File: config.mk
export PLATFORM = sky130hd
export DESIGN_NAME = rsm_reset_sequencer
export DESIGN_NICKNAME = d
export VERILOG_FILES = /design/src/shared/rsm_pkg.sv /design/src/rtl/rsm_reset_sequencer.sv /design/src/rtl/rsm_counter.sv
export VERILOG_INCLUDE_DIRS = /design/src /design/src/shared
export SDC_FILE = /design/constraint.sdc
export NUM_CORES = 1
export LEC_CHECK = 0
export BUFFER_PORTS_ARGS = -buffer_cell sky130_fd_sc_hd__buf_2
export CAP_MARGIN = 40
export CORE_UTILIZATION = 39
export DETAILED_ROUTE_END_ITERATION = 8
export GPL_TIMING_DRIVEN = 0
export SLEW_MARGIN = 20
export SYNTH_ARGS = -nofsm -noshare
export SYNTH_HDL_FRONTEND = slang
export SYNTH_SLANG_ARGS = --single-unit
File: constraint.sdc
create_clock -name clk_in -period 2.2 [get_ports clk_in]
set_input_delay 0.33 -clock clk_in [delete_from_list [all_inputs] [get_ports clk_in]]
set_output_delay 0.33 -clock clk_in [all_outputs]
set_load 0.1 [all_outputs]
File: src/shared/rsm_cfg.svh
// constants for the reset sequence manager
`ifndef RSM_CFG_SVH
`define RSM_CFG_SVH
`define RSM_DELAY_SHORT 13'h0100
`define RSM_DELAY_LONG 13'h1000
`define RSM_FETCH_CYCLES 2'h2
`define RSM_VEC_LO 16'hFFFE
`define RSM_VEC_HI 16'hFFFF
`define RSM_WDG_PULSE 8'h04
`define RSM_MUL_STARTUP 13'h0100
`define RSM_EXT_FILTER 4'h3
`define RSM_CLK_EXT 2'h0
`define RSM_CLK_XTAL 2'h1
`define RSM_CLK_RC 2'h2
`define RSM_CLK_ALT 2'h3
`endif

File: src/shared/rsm_pkg.sv
// types for the reset sequence manager
package rsm_pkg;
	typedef enum logic [2:0] {
		RSM_IDLE,
		RSM_ACTIVE,
		RSM_DELAY,
		RSM_MULT,
		RSM_FETCH
	} rsm_state_e;
endpackage

File: src/rtl/rsm_reset_sequencer.sv
// reset sequence manager: source merge, delay, vector fetch, pin drive
`timescale 1ns/100ps
`include "rsm_cfg.svh"
// Notes on behaviour
// pin, voltage detector, watchdog all start reset
// illegal opcode or prebyte also starts reset
// all sources pull pin; low through delay
// vector fetched from FFFE then FFFF
// active, delay, fetch in strict order
// delay 256 for rc/ext, 4096 crystal
// vector fetch lasts exactly two cycles
// multiplier adds start-up delay when enabled
// pin is input plus open-drain output
// external pulse caught without clock; min width
// watchdog underflow drives pin low minimum time
// voltage detector low drives pin low
// crystal kept running during reset
// clock source picked by option setting
// no multi-oscillator: alternate pin clock
// outside holds pin low on blank part
// new source during delay/fetch restarts sequence
module rsm_reset_sequencer #(
	parameter logic [12:0] DELAY_LONG = `RSM_DELAY_LONG,
	parameter logic [12:0] DELAY_SHORT = `RSM_DELAY_SHORT,
	parameter logic [12:0] MUL_STARTUP = `RSM_MUL_STARTUP,
	parameter logic [7:0] WDG_PULSE = `RSM_WDG_PULSE
) (
	input wire logic clk_in,
	input wire logic reset_n_in,
	input wire logic clk_en_in,
	input wire logic reset_pin_in,
	input wire logic ext_reset_async_in,
	input wire logic low_voltage_detector_in,
	input wire logic watchdog_underflow_in,
	input wire logic illegal_opcode_in,
	input wire logic [1:0] clock_source_in,
	input wire logic multiplier_enable_in,
	input wire logic multi_oscillator_used_in,
	output logic reset_pin_out,
	output logic reset_pin_oe_n_out,
	output logic cpu_reset_out,
	output logic vector_fetch_out,
	output logic [15:0] vector_addr_out,
	output logic clock_gate_out,
	output logic xtal_keep_running_out,
	output logic alt_clock_select_out
);
	rsm_pkg::rsm_state_e state_q;
	logic [3:0] ext_low_q;
	logic ext_latch_q;
	logic ext_req;
	logic [7:0] wdg_cnt_q;
	logic src_any;
	logic hold_src;
	logic [1:0] fetch_cnt_q;
	logic cnt_load;
	logic [12:0] cnt_value;
	logic cnt_zero;
	logic is_xtal;
	logic drive_low_q;
	logic [15:0] vec_q;
	logic fetch_q;
	logic clk_gate_q;
	logic fetch_d;
	logic [12:0] dly_seen_q;

	////////////////////////////////////////////////////////////////
	// source merging
	assign is_xtal = (clock_source_in == `RSM_CLK_XTAL);
	// pin low filter; it restarts while we drive, since our own low is still
	// sampled on the edge that releases the pin and must not read as a request
	always_ff @(posedge clk_in or negedge reset_n_in) begin
		if (!reset_n_in) begin
			ext_low_q <= 4'h0;
		end else if (clk_en_in) begin
			if (reset_pin_in || drive_low_q) begin
				ext_low_q <= 4'h0;
			end else if (ext_low_q != `RSM_EXT_FILTER) begin
				ext_low_q <= ext_low_q + 4'h1;
			end
		end
	end
	// halt wake: the async request is caught even with the enable low
	always_ff @(posedge clk_in or negedge reset_n_in) begin
		if (!reset_n_in) begin
			ext_latch_q <= 1'b0;
		end else if (ext_reset_async_in) begin
			ext_latch_q <= 1'b1;
		end else if (clk_en_in && state_q == rsm_pkg::RSM_ACTIVE) begin
			ext_latch_q <= 1'b0;
		end
	end
	// self-driven low must not count as an outside pulse
	assign ext_req = (ext_low_q == `RSM_EXT_FILTER && !drive_low_q) || ext_latch_q;
	// watchdog pulse stretcher for the least output width
	always_ff @(posedge clk_in or negedge reset_n_in) begin
		if (!reset_n_in) begin
			wdg_cnt_q <= 8'h00;
		end else if (clk_en_in) begin
			if (watchdog_underflow_in) begin
				wdg_cnt_q <= WDG_PULSE;
			end else if (wdg_cnt_q != 8'h00) begin
				wdg_cnt_q <= wdg_cnt_q - 8'h01;
			end
		end
	end
	assign src_any = ext_req || low_voltage_detector_in || watchdog_underflow_in
		|| illegal_opcode_in;
	assign hold_src = src_any || wdg_cnt_q != 8'h00;

	////////////////////////////////////////////////////////////////
	// sequence state
	always_ff @(posedge clk_in or negedge reset_n_in) begin
		if (!reset_n_in) begin
			state_q <= rsm_pkg::RSM_ACTIVE;
		end else if (clk_en_in) begin
			if (hold_src) begin
				state_q <= rsm_pkg::RSM_ACTIVE;
			end else begin
				unique case (state_q)
					rsm_pkg::RSM_IDLE: state_q <= rsm_pkg::RSM_IDLE;
					rsm_pkg::RSM_ACTIVE: state_q <= rsm_pkg::RSM_DELAY;
					rsm_pkg::RSM_DELAY: begin
						if (cnt_zero) begin
							state_q <= multiplier_enable_in ? rsm_pkg::RSM_MULT
								: rsm_pkg::RSM_FETCH;
						end
					end
					rsm_pkg::RSM_MULT: begin
						if (cnt_zero) begin
							state_q <= rsm_pkg::RSM_FETCH;
						end
					end
					rsm_pkg::RSM_FETCH: begin
						if (fetch_cnt_q == `RSM_FETCH_CYCLES - 2'h1) begin
							state_q <= rsm_pkg::RSM_IDLE;
						end
					end
				endcase
			end
		end
	end

	// load on entering delay and multiplier phases
	always_comb begin
		cnt_load = 1'b0;
		cnt_value = DELAY_SHORT;
		if (state_q == rsm_pkg::RSM_ACTIVE) begin
			cnt_load = 1'b1;
			cnt_value = (is_xtal ? DELAY_LONG : DELAY_SHORT) - 13'h0002;
		end else if (state_q == rsm_pkg::RSM_DELAY && cnt_zero) begin
			cnt_load = 1'b1;
			cnt_value = MUL_STARTUP - 13'h0001;
		end
	end

	rsm_counter #(
		.WIDTH(13)
	) u_delay (
		.clk_in(clk_in),
		.reset_n_in(reset_n_in),
		.enable_in(clk_en_in),
		.load_in(cnt_load),
		.value_in(cnt_value),
		.zero_out(cnt_zero)
	);

	// two-cycle fetch counter, cleared whenever the sequence restarts
	always_ff @(posedge clk_in or negedge reset_n_in) begin
		if (!reset_n_in) begin
			fetch_cnt_q <= 2'h0;
		end else if (clk_en_in) begin
			if (state_q == rsm_pkg::RSM_FETCH && !hold_src) begin
				fetch_cnt_q <= fetch_cnt_q + 2'h1;
			end else begin
				fetch_cnt_q <= 2'h0;
			end
		end
	end

	// cycles spent in the delay phase, watched by the length check below
	always_ff @(posedge clk_in or negedge reset_n_in) begin
		if (!reset_n_in) begin
			dly_seen_q <= 13'h0000;
		end else if (clk_en_in) begin
			if (state_q == rsm_pkg::RSM_DELAY && !hold_src) begin
				dly_seen_q <= dly_seen_q + 13'h0001;
			end else begin
				dly_seen_q <= 13'h0000;
			end
		end
	end

	////////////////////////////////////////////////////////////////
	// outputs
	// pin held low from any source through the whole delay phase
	always_ff @(posedge clk_in or negedge reset_n_in) begin
		if (!reset_n_in) begin
			drive_low_q <= 1'b1;
		end else if (clk_en_in) begin
			drive_low_q <= hold_src || (state_q == rsm_pkg::RSM_ACTIVE)
				|| (state_q == rsm_pkg::RSM_DELAY && !cnt_zero);
		end
	end
	// open-drain: output data always low, enable low means driving
	assign reset_pin_out = 1'b0;
	assign reset_pin_oe_n_out = !drive_low_q;
	assign cpu_reset_out = (state_q != rsm_pkg::RSM_IDLE);

	// fetch is the coming state: flag and address are registered from it,
	// so both stand in the same cycle as the fetch phase itself
	assign fetch_d = !hold_src
		&& ((state_q == rsm_pkg::RSM_DELAY && cnt_zero && !multiplier_enable_in)
		|| (state_q == rsm_pkg::RSM_MULT && cnt_zero)
		|| (state_q == rsm_pkg::RSM_FETCH
		&& fetch_cnt_q != `RSM_FETCH_CYCLES - 2'h1));
	// vector address low word first, then high word
	always_ff @(posedge clk_in or negedge reset_n_in) begin
		if (!reset_n_in) begin
			vec_q <= `RSM_VEC_LO;
			fetch_q <= 1'b0;
		end else if (clk_en_in) begin
			fetch_q <= fetch_d;
			vec_q <= (fetch_d && state_q == rsm_pkg::RSM_FETCH) ? `RSM_VEC_HI : `RSM_VEC_LO;
		end
	end
	assign vector_fetch_out = fetch_q;
	assign vector_addr_out = vec_q;

	// multiplied clock withheld until its start-up delay has run
	always_ff @(posedge clk_in or negedge reset_n_in) begin
		if (!reset_n_in) begin
			clk_gate_q <= 1'b0;
		end else if (clk_en_in) begin
			clk_gate_q <= !(multiplier_enable_in && (state_q == rsm_pkg::RSM_MULT
				|| state_q == rsm_pkg::RSM_DELAY || state_q == rsm_pkg::RSM_ACTIVE));
		end
	end
	assign clock_gate_out = clk_gate_q;
	assign xtal_keep_running_out = is_xtal;
	assign alt_clock_select_out = !multi_oscillator_used_in;

	////////////////////////////////////////////////////////////////
	// checks
	// fetch phase length and vector order
	a_fetch_two_cycles: assert property (@(posedge clk_in) disable iff (!reset_n_in)
		(clk_en_in && !hold_src && state_q == rsm_pkg::RSM_FETCH && fetch_cnt_q == 2'h0)
		##1 (clk_en_in && !hold_src) |-> state_q == rsm_pkg::RSM_FETCH ##1
		(state_q == rsm_pkg::RSM_IDLE || !clk_en_in || hold_src))
		else $error("vector fetch not two cycles");
	a_vector_order: assert property (@(posedge clk_in) disable iff (!reset_n_in)
		state_q == rsm_pkg::RSM_FETCH && $past(state_q) != rsm_pkg::RSM_FETCH
		|-> vector_addr_out == `RSM_VEC_LO)
		else $error("first vector address wrong");
	a_vector_high: assert property (@(posedge clk_in) disable iff (!reset_n_in)
		state_q == rsm_pkg::RSM_IDLE && $past(state_q) == rsm_pkg::RSM_FETCH
		|-> $past(vector_addr_out) == `RSM_VEC_HI)
		else $error("second vector address wrong");

	// phase order and lengths, and multiplier clock gate
	a_active_to_delay: assert property (@(posedge clk_in) disable iff (!reset_n_in)
		clk_en_in && state_q == rsm_pkg::RSM_ACTIVE && !hold_src
		|=> state_q == rsm_pkg::RSM_DELAY)
		else $error("active phase not followed by delay");
	a_delay_order: assert property (@(posedge clk_in) disable iff (!reset_n_in)
		state_q == rsm_pkg::RSM_FETCH && $past(state_q) != rsm_pkg::RSM_FETCH |->
		$past(state_q) == rsm_pkg::RSM_DELAY || $past(state_q) == rsm_pkg::RSM_MULT)
		else $error("fetch entered out of order");
	a_delay_length: assert property (@(posedge clk_in) disable iff (!reset_n_in)
		clk_en_in && state_q == rsm_pkg::RSM_DELAY && cnt_zero && !hold_src
		|-> dly_seen_q == (is_xtal ? DELAY_LONG : DELAY_SHORT) - 13'h0002)
		else $error("delay phase length wrong");
	a_mult_gate: assert property (@(posedge clk_in) disable iff (!reset_n_in)
		clk_en_in && multiplier_enable_in && state_q == rsm_pkg::RSM_MULT |=>
		!clock_gate_out)
		else $error("clock delivered before start-up");

	// sources and pin
	a_source_restart: assert property (@(posedge clk_in) disable iff (!reset_n_in)
		clk_en_in && src_any |=> state_q == rsm_pkg::RSM_ACTIVE)
		else $error("source did not restart");
	a_async_latch: assert property (@(posedge clk_in) disable iff (!reset_n_in)
		ext_reset_async_in |=> ext_latch_q)
		else $error("async pin request lost");
	a_idle_hold: assert property (@(posedge clk_in) disable iff (!reset_n_in)
		clk_en_in && state_q == rsm_pkg::RSM_IDLE && !hold_src
		|=> state_q == rsm_pkg::RSM_IDLE)
		else $error("reset started with no source");
	a_pin_in_delay: assert property (@(posedge clk_in) disable iff (!reset_n_in)
		clk_en_in && $past(clk_en_in) && state_q == rsm_pkg::RSM_DELAY && !cnt_zero
		&& $past(state_q) == rsm_pkg::RSM_DELAY |-> !reset_pin_oe_n_out)
		else $error("pin released during delay");
	a_lvd_pin_low: assert property (@(posedge clk_in) disable iff (!reset_n_in)
		clk_en_in && low_voltage_detector_in |=> !reset_pin_oe_n_out)
		else $error("pin not low for voltage detector");
	a_wdg_width: assert property (@(posedge clk_in) disable iff (!reset_n_in)
		clk_en_in && watchdog_underflow_in ##1 clk_en_in[*4] |-> !reset_pin_oe_n_out)
		else $error("watchdog pulse too short");
	a_idle_release: assert property (@(posedge clk_in) disable iff (!reset_n_in)
		clk_en_in && state_q == rsm_pkg::RSM_IDLE && !hold_src
		|=> reset_pin_oe_n_out)
		else $error("pin still driven while idle");
	a_pin_drive_low: assert property (@(posedge clk_in) disable iff (!reset_n_in)
		reset_pin_out == 1'b0)
		else $error("open-drain drives high");
endmodule

File: src/rtl/rsm_counter.sv
// loadable down counter used for the sequence delays
`timescale 1ns/100ps
module rsm_counter #(
	parameter int WIDTH = 13
) (
	input wire logic clk_in,
	input wire logic reset_n_in,
	input wire logic enable_in,
	input wire logic load_in,
	input wire logic [WIDTH-1:0] value_in,
	output logic zero_out
);
	logic [WIDTH-1:0] count_q;
	// load wins over counting so a restart always begins a full count
	always_ff @(posedge clk_in or negedge reset_n_in) begin
		if (!reset_n_in) begin
			count_q <= '0;
		end else if (enable_in) begin
			if (load_in) begin
				count_q <= value_in;
			end else if (count_q != '0) begin
				count_q <= count_q - 1'b1;
			end
		end
	end
	assign zero_out = (count_q == '0);
endmodule

Yosys cells after proc, flatten, opt, wreduce, memory -nomap -nowiden

Cells that the tools add are included.

Logic and storage cells: 90
Flip-flop bits (word level): 50
Input bits: 12
Output and inout bits: 23

Mux-type cells: 21
Eq/ne operators: 12
Reduce and logical (&&, ||, !) cells: 42
Add/subtract/negate cells: 5

Operators with widths:

| kind                    | number |
|---|---|
| $mux W13                | 4 |
| $mux W8                 | 2 |
| $mux W3                 | 5 |
| $pmux W3 S5             | 1 |
| $logic_not A13 Y1       | 1 |
| $reduce_bool A13 Y1     | 1 |
| $sub A13 B1 Y13 const B | 1 |
| $sub A13 B2 Y13 const B | 1 |
| $logic_or A1 B1 Y1      | 12 |
| $logic_and A1 B1 Y1     | 11 |
| $mux W9                 | 1 |
| $ne A3 B3 Y1 const B    | 3 |
| $mux W4                 | 2 |
| $reduce_bool A2 Y1      | 4 |
| $reduce_bool A8 Y1      | 1 |
| $sub A8 B1 Y8 const B   | 1 |
| $eq A3 B2 Y1 const B    | 2 |
| $logic_not A1 Y1        | 6 |
| $reduce_and A2 Y1       | 3 |
| $mux W1                 | 5 |
| $add A4 B1 Y4 const B   | 1 |
| $eq A2 B1 Y1 const B    | 2 |
| $eq A4 B2 Y1 const B    | 1 |
| $ne A4 B2 Y1 const B    | 1 |
| 8 further kinds         | 8 |

Logic depth before layout (Yosys ltp)

Gate-level depths: netlist (run 1).

Word-level depth: 11
Depth in mapped cells: 8

Cells and area by module

Synthesis (run 1) repeated with hierarchy kept, for this count alone.

Cells, all modules: 258
Area, all modules: 2393.5 um^2

By module, submodules not included:

| module              | times used | area each (um^2) | cells each |
|---|---|---|---|
| rsm_reset_sequencer | 1          | 1475.2           | 153 |
| rsm_counter         | 1          | 918.4            | 105 |

Worst setup path before layout (run 1)

Ideal clock, no wire load.

Kind: input port to flip-flop
Start point: input port clock_source_in[1]
End point: register u_delay.count_q[9]
Buffers on the path: 0
Slack: -0.114 ns
Stages on the path: 4
Arrival: 2.223 ns
Cells stage by stage: nor2b_1 and2_1 a31oi_1 o221ai_1

Longest elaborated chain between the ends: 5

Ends and longest elaborated chain:

| what                   | line                       | RTL |
|---|---|---|
| start: declaration     | rsm_reset_sequencer.sv:36  | `input wire logic [1:0] clock_source_in,` |
| $eq A2 B1 Y1 (no line) | --                         |  |
| $mux W13               | rsm_reset_sequencer.sv:150 | `cnt_value = (is_xtal ? DELAY_LONG : DELAY_SHORT) - 13'h0002;` |
| $sub A13 B2 Y13        | rsm_reset_sequencer.sv:150 |  |
| $mux W13               | rsm_reset_sequencer.sv:148 | `if (state_q == rsm_pkg::RSM_ACTIVE) begin` |
| $mux W13               | rsm_counter.sv:19          | `if (load_in) begin` |
| end signal: assignment | rsm_counter.sv:20          | `count_q <= value_in;` |
| end signal: assignment | rsm_counter.sv:22          | `count_q <= count_q - 1'b1;` |
| end: declaration       | rsm_counter.sv:13          | `logic [WIDTH-1:0] count_q;` |

No other way between the ends.
A chain may end at the register's enable or synchronous reset.

Final worst setup path (run 1)

Start point: register state_q[0]
End point: output port cpu_reset_out

Longest elaborated chain between the ends: 1

Ends and longest elaborated chain:

| what                     | line                       | RTL |
|---|---|---|
| start: declaration       | rsm_reset_sequencer.sv:48  | `rsm_pkg::rsm_state_e state_q;` |
| start signal: assignment | rsm_reset_sequencer.sv:115 | `state_q <= rsm_pkg::RSM_ACTIVE;` |
| start signal: assignment | rsm_reset_sequencer.sv:118 | `state_q <= rsm_pkg::RSM_ACTIVE;` |
| start signal: assignment | rsm_reset_sequencer.sv:121 | `rsm_pkg::RSM_IDLE: state_q <= rsm_pkg::RSM_IDLE;` |
| $reduce_bool A3 Y1       | rsm_reset_sequencer.sv:208 | `assign cpu_reset_out = (state_q != rsm_pkg::RSM_IDLE);` |
| end: declaration         | rsm_reset_sequencer.sv:41  | `output logic cpu_reset_out,` |

No other way between the ends.

==> results by group, run 1 <==
Worst setup path
  – Kind of critical path: register to output pin
  – Critical path's top delay family: buffers and inverters
  – Data arrival, critical path: 1.72 ns
  – CP Launch Type: register
  – Crit-path max cell delay: 0.52 ns
  – Cell depth of the worst flop-to-flop path: 5
  – Setup crit end kind: output pin
  – Crit Path Max Fanout: 9
  – Reg2reg start: state_q[0]
  – Reg2Reg Setup Slack: 0.17 ns
  – CP max stage cell: dfstp_2
  – Worst setup path startpoint: state_q[0]
  – WP buf/inv: 2
  – Required time of the critical path: 1.87 ns
  – Crit-path cells: clkbuf_1, nor2_1, nand2_1, buf_2
  – RR Endpoint: u_delay.count_q[11]

CTS
  – CTS tree: done
  – Htree depth: 2
  – Skew-Pair Late Insertion Delay: 0.29 ns
  – Clock transition at the registers of the reported paths: 0.07 ns
  – CTS max path bufs: 2
  – CTS sink cnt: 35
  – Total CTS buffers: 5
  – Root Driver: clkbuf_8
  – Number of post-CTS setup repair buffers: 0

Detailed routing
  – WL/cell: 13.2 um
  – Vias: 1894
  – Detail Route Antenna Nets: 0
  – Vias per cell: 5.22
  – DRC: 0
  – 1st-iter DRT viols: 92
  – DRT Pass-1 Iters: 4
  – Final Routed Wirelength: 4.79 mm

Logic synthesis
  – Top cell type by total area after synthesis: dfrtp_1
  – Synthesized instance count: 251
  – Post-Syn Area: 2230 um2
  – Unique cell type count in the Yosys netlist: 61
  – Seq/Total Area, Yosys: 39.4%
  – #FFs+latches synth: 35
  – Async set or reset register ratio after synthesis: 100%
  – Largest cells by area after synthesis: dfrtp_1, buf_4, nand2_1, inv_1, nor2_1
  – Top cell type's share of synthesized area: 37.0%
  – Dominant synthesized flop cell: dfrtp_1
  – Syn avg cell area: 8.89 um2
  – Synth warn: 0
  – Post-synth EDFFs: 0

Layout
  – Area growth from synthesis to layout: 16.4%
  – Layout cells sized above 1: 20.3%
  – Inserted Diodes: 0
  – Most frequent cells in the layout: dfrtp_1, nand2_1, buf_2, inv_1
  – Footprint of the multi-input gates: 1180 um2
  – Most common cell after layout, fill and taps aside: dfrtp_1
  – Fillers: 556
  – Sequential cell area: 878 um2
  – NumNets Final: 307

Floorplan
  – Num rows: 27
  – Core area: 5510 um2
  – IO Count: 35
  – Starting density of the core: 40.5%
  – Die Height: 77.6 um
  – Die area: 6030 um2
  – Die X: 77.6 um

Min path
  – WHS Path Cells: 2
  – Hold Path Class: input port to register
  – Hold Crit Start: ext_reset_async_in
  – Hold Crit Endpoint: ext_latch_q

GRT
  – First-pass GRT wire length: 8.12 mm
  – Initial antenna violation count: 0
  – Global-route usage over all layers: 17.2%
  – Global route total overflow: 0
  – Vias in the first global route: 1747
  – Pin count of the biggest net entering global routing: 24

STA
  – Period utilization: 93.1%
  – Worst slew pin tran: 0.648 ns
  – Setup TNS: 0 ns
  – Skew final: 0.00621 ns
  – Post-layout min period: 2.05 ns
  – RSZ-0062 raised after global routing: false
  – Final Slew Violations: 0
  – Slew margin rel.: 56.7%
  – Fin. Hold Viols: 0
  – Fmax: 488 MHz
  – # setup viols final: 0

Pwr
  – Total power: 1.90 mW
  – Static Leak: 1.12 nW
  – PwrDens: 730 nW/um2
  – Max VDD drop: 0.000373 V

Flow run
  – Max Cap Violations: 0

Run status
  – Outcome: completed

Placement
  – PortBufs: 16
  – Placer Congestion: 0.797
  – Post-DP HPWL: 3.48 mm
[power by group]
| part | internal (mW) | total (mW) | switching (mW) |
|---|---|---|---|
| clock | 0.286 | 0.522 | 0.236 |
| sequential | 0.720 | 0.811 | 0.0916 |
| combinational | 0.186 | 0.564 | 0.378 |
[stage by stage]
step | instances | setup slack [ns] | cell area, um2 | hold slack (ns) | util [%]
6_report | 363 | 0.153 | 2600 | 0.221 | 47.2
4_1_cts | 363 | 0.0665 | 2590 | 0.209 | 47.0
5_1_grt | 363 | 0.0437 | 2600 | 0.206 | 47.2
3_5_place_dp | 354 | 0.0905 | 2480 | 0.251 | 45.0
2_1_floorplan | 265 | 0.354 | 2290 | 0.0344 | -
3_3_place_gp | 353 | 0.0683 | 2460 | 0.470 | 44.6
[metal layers]
metal	share of wire (%)	global-route usage [%]	routed length, um	vias up
li1	-	-	-	945
met1	50	24.5	2410	895
met2	44	25.1	2090	45
met3	4.0	4.00	191	9
met4	2.0	6.79	94	0
met5	0	0	0	-
[worst max path at each step]
stage / cells after the start / endpoint
6_report: 4 / cpu_reset_out
3_3_place_gp: 6 / u_delay.count_q[10]
4_1_cts: 8 / u_delay.count_q[6]
2_1_floorplan: 8 / u_delay.count_q[6]
5_1_grt: 5 / u_delay.count_q[11]
3_5_place_dp: 6 / u_delay.count_q[10]
[cell type report]
cell class | count | share of cell area [%]
multi-input cells | 184 | 45.4
flip-flops and latches | 35 | 33.8
plain buffers | 27 | 6.50
repair buffers | 18 | 4.24
clock buffers | 8 | 3.85
well taps | 72 | 3.47
inverters | 19 | 2.75
[logic make-up (layout without fill, tap and decap cells)]
logic type               after synthesis  in the layout  synth area share, %
AND/OR/NAND/NOR                       87             87                 22.3
AO/OA/AOI/OAI                         71             71                 22.2
buffers and inverters                 46             72                 10.8
flip-flops                            35             35                 39.4
adder cells (fa/ha/maj)                5              5                 2.80
multiplexers                           4              4                 1.85
other                                  2             16                0.337
XOR/XNOR                               1              1                0.393
[timing repair]
item	4_1_cts	5_1_grt
endpoints found under the setup margin	0	9
gates resized for setup	0	2
hold buffers	1	0
endpoints found under the hold margin	11	0
[state kept, by name (all words and copies together), names as in the netlist, 2 cells and up]
name	count
ext_low_q	4
fetch_cnt_q	2
state_q	3
u_delay.count_q	13
wdg_cnt_q	8
[cells in the mapped netlist, types with 2 or more instances]
cell       instances
dfrtp_1           33
mux2i_1            3
nand4_1            2
o22a_1             2
o221ai_1           2
conb_1             2
o22ai_1            6
a22o_1             2
o21a_1             4
nor4b_1            2
a31oi_1            5
and3_1             2
o21ai_0           12
nor2_1            17
buf_2              3
o21ai_1            7
ha_1               5
nand2_1           25
a32oi_1            2
nor3_1             7
and2_1             4
buf_4             17
dfstp_2            2
a21oi_1            9
o2bb2ai_1          3
nand3_1            7
nor2b_1            2
nand3b_1           2
inv_1             18
nor4_4             2
nor3b_1            3
a21o_1             2
clkbuf_1           7
or3_1              3
Power figures use the tool's default switching activity.
==> run 2: changes to the inputs <==
- CELL_PAD_IN_SITES_DETAIL_PLACEMENT: not set -> 1
- CELL_PAD_IN_SITES_GLOBAL_PLACEMENT: not set -> 1
- PLACE_DENSITY_LB_ADDON: not set -> 0.1
- SLEW_MARGIN: 20 -> not set
==> results by group, run 2 (synthesis gave the netlist of run 1 again) <==
Run status
  – Outcome: completed

GRT
  – First-pass GRT wire length: 9.69 mm
  – Vias in the first global route: 1963
  – Global route total overflow: 0
  – Pin count of the biggest net entering global routing: 21
  – Global-route usage over all layers: 20.7%
  – Initial antenna violation count: 0

STA
  – Period utilization: 94.7%
  – Skew final: 0.00517 ns
  – Final Slew Violations: 0
  – # setup viols final: 0
  – Setup TNS: 0 ns
  – Post-layout min period: 2.08 ns
  – Hold WS: 0.211 ns
  – Fmax: 480 MHz
  – Fin. Hold Viols: 0
  – Worst slew pin tran: 0.623 ns
  – RSZ-0062 raised after global routing: false
  – Slew margin rel.: 58.2%

Worst setup path
  – Crit-path cells: clkbuf_1, nor2_1, nand2_1, buf_2
  – Data arrival, critical path: 1.75 ns
  – Crit Path Max Fanout: 9
  – CP max stage cell: dfstp_2
  – Setup crit end kind: output pin
  – Critical path's top delay family: buffers and inverters
  – Crit-path max cell delay: 0.52 ns
  – Required time of the critical path: 1.87 ns
  – WP buf/inv: 2
  – Kind of critical path: register to output pin
  – CP Launch Type: register

Detailed routing
  – Detail Route Antenna Nets: 0
  – 1st-iter DRT viols: 78
  – Final Routed Wirelength: 5.52 mm
  – DRC: 0
  – Vias per cell: 5.37
  – Vias: 1949
  – DRT Pass-1 Iters: 4
  – WL/cell: 15.2 um

Layout
  – Most common cell after layout, fill and taps aside: dfrtp_1
  – NumNets Final: 307
  – Largest regs: u_delay.count_q: 13 flops, wdg_cnt_q: 8 flops, ext_low_q: 4 flops
  – Most frequent cells in the layout: dfrtp_1, nand2_1, buf_2, inv_1
  – Top reg by flops: u_delay.count_q
  – Max FFs per register: 13
  – Area growth from synthesis to layout: 16.6%
  – Inserted Diodes: 0
  – Layout cells sized above 1: 20.6%

Floorplan
  – Starting density of the core: 40.5%
  – Die Height: 77.6 um
  – IO Count: 35
  – Die area: 6030 um2
  – Core area: 5510 um2
  – Die X: 77.6 um
  – Num rows: 27

CTS
  – CTS max path bufs: 2
  – Skew-Pair Late Insertion Delay: 0.29 ns
  – Root Driver: clkbuf_8
  – CTS sink cnt: 35
  – Total CTS buffers: 5
  – CTS tree: done
  – Htree depth: 2
  – Clock transition at the registers of the reported paths: 0.07 ns
  – Number of post-CTS setup repair buffers: 0

Placement
  – PortBufs: 16
  – Post-DP HPWL: 4.06 mm
  – Placer Congestion: 0.765

Pwr
  – Max VDD drop: 0.000269 V
  – PwrDens: 724 nW/um2
  – Total power: 1.88 mW
  – Static Leak: 1.13 nW

Min path
  – Hold Path Class: input port to register

Flow run
  – Max Cap Violations: 0
==> run 2: cell types whose count changed in the layout (fill, tap and decap cells not counted), sizes merged <==
cell    before  now
clkinv       0    1
clkbuf      15   14
==> run 2: stage by stage <==
| step | cells | utilization (%) | area, um2 | setup WS, ns |
|---|---|---|---|---|
| 5_1_grt | 363 | 47.2 | 2600 | 0.0125 |
| 4_1_cts | 363 | 47.1 | 2590 | 0.110 |
| 6_report | 363 | 47.2 | 2600 | 0.117 |
| 2_1_floorplan | 265 | - | 2290 | 0.354 |
| 3_5_place_dp | 354 | 45.1 | 2480 | 0.00931 |
| 3_3_place_gp | 353 | 44.6 | 2460 | 0.0377 |
==> run 2: where the power goes <==
part	switching [mW]	total (mW)	internal [mW]
Combinational	0.390	0.579	0.190
Sequential	0.0938	0.813	0.720
Clock	0.239	0.492	0.253
Total	0.722	1.88	1.16
==> run 2: cell type report <==
type	count	area, um2
buffer	27	169
clock buffer	7	86.3
clock inverter	1	5.00
fill	645	2910
inverter	19	71.3
multi-input combinational	184	1180
sequential	35	878
tap	72	90.1
timing repair buffer	18	118
==> run 2: path summary, 6_finish.rpt <==
check	startpoint	to	slack, ns	cells after the start
min	ext_reset_async_in	ext_latch_q	0.21	2
max in group asynchronous	reset_n_in	drive_low_q	1.16	3
min reg2reg	ext_latch_q	ext_latch_q	0.48	1
max reg2reg	u_delay.count_q[0]	u_delay.count_q[9]	0.20	6
min in group asynchronous	reset_n_in	wdg_cnt_q[3]	0.52	2
max	state_q[0]	cpu_reset_out	0.12	4
==> run 2: metal layers <==
| metal | global-route usage [%] | up-vias | part of all wire, % |
|---|---|---|---|
| met2 | 33.5 | 29 | 48 |
| met3 | 4.47 | 5 | 3.4 |
| met1 | 27.5 | 963 | 48 |
| met4 | 6.79 | 0 | 1.4 |
| met5 | 0 | - | 0 |
| li1 | - | 952 | - |
==> run 2: timing repair <==
action	in CTS	in global routing
resized for setup	2	1
setup endpoints to repair	1	1
hold buffers	1	0
gates cloned	0	0
endpoints found under the hold margin	14	0
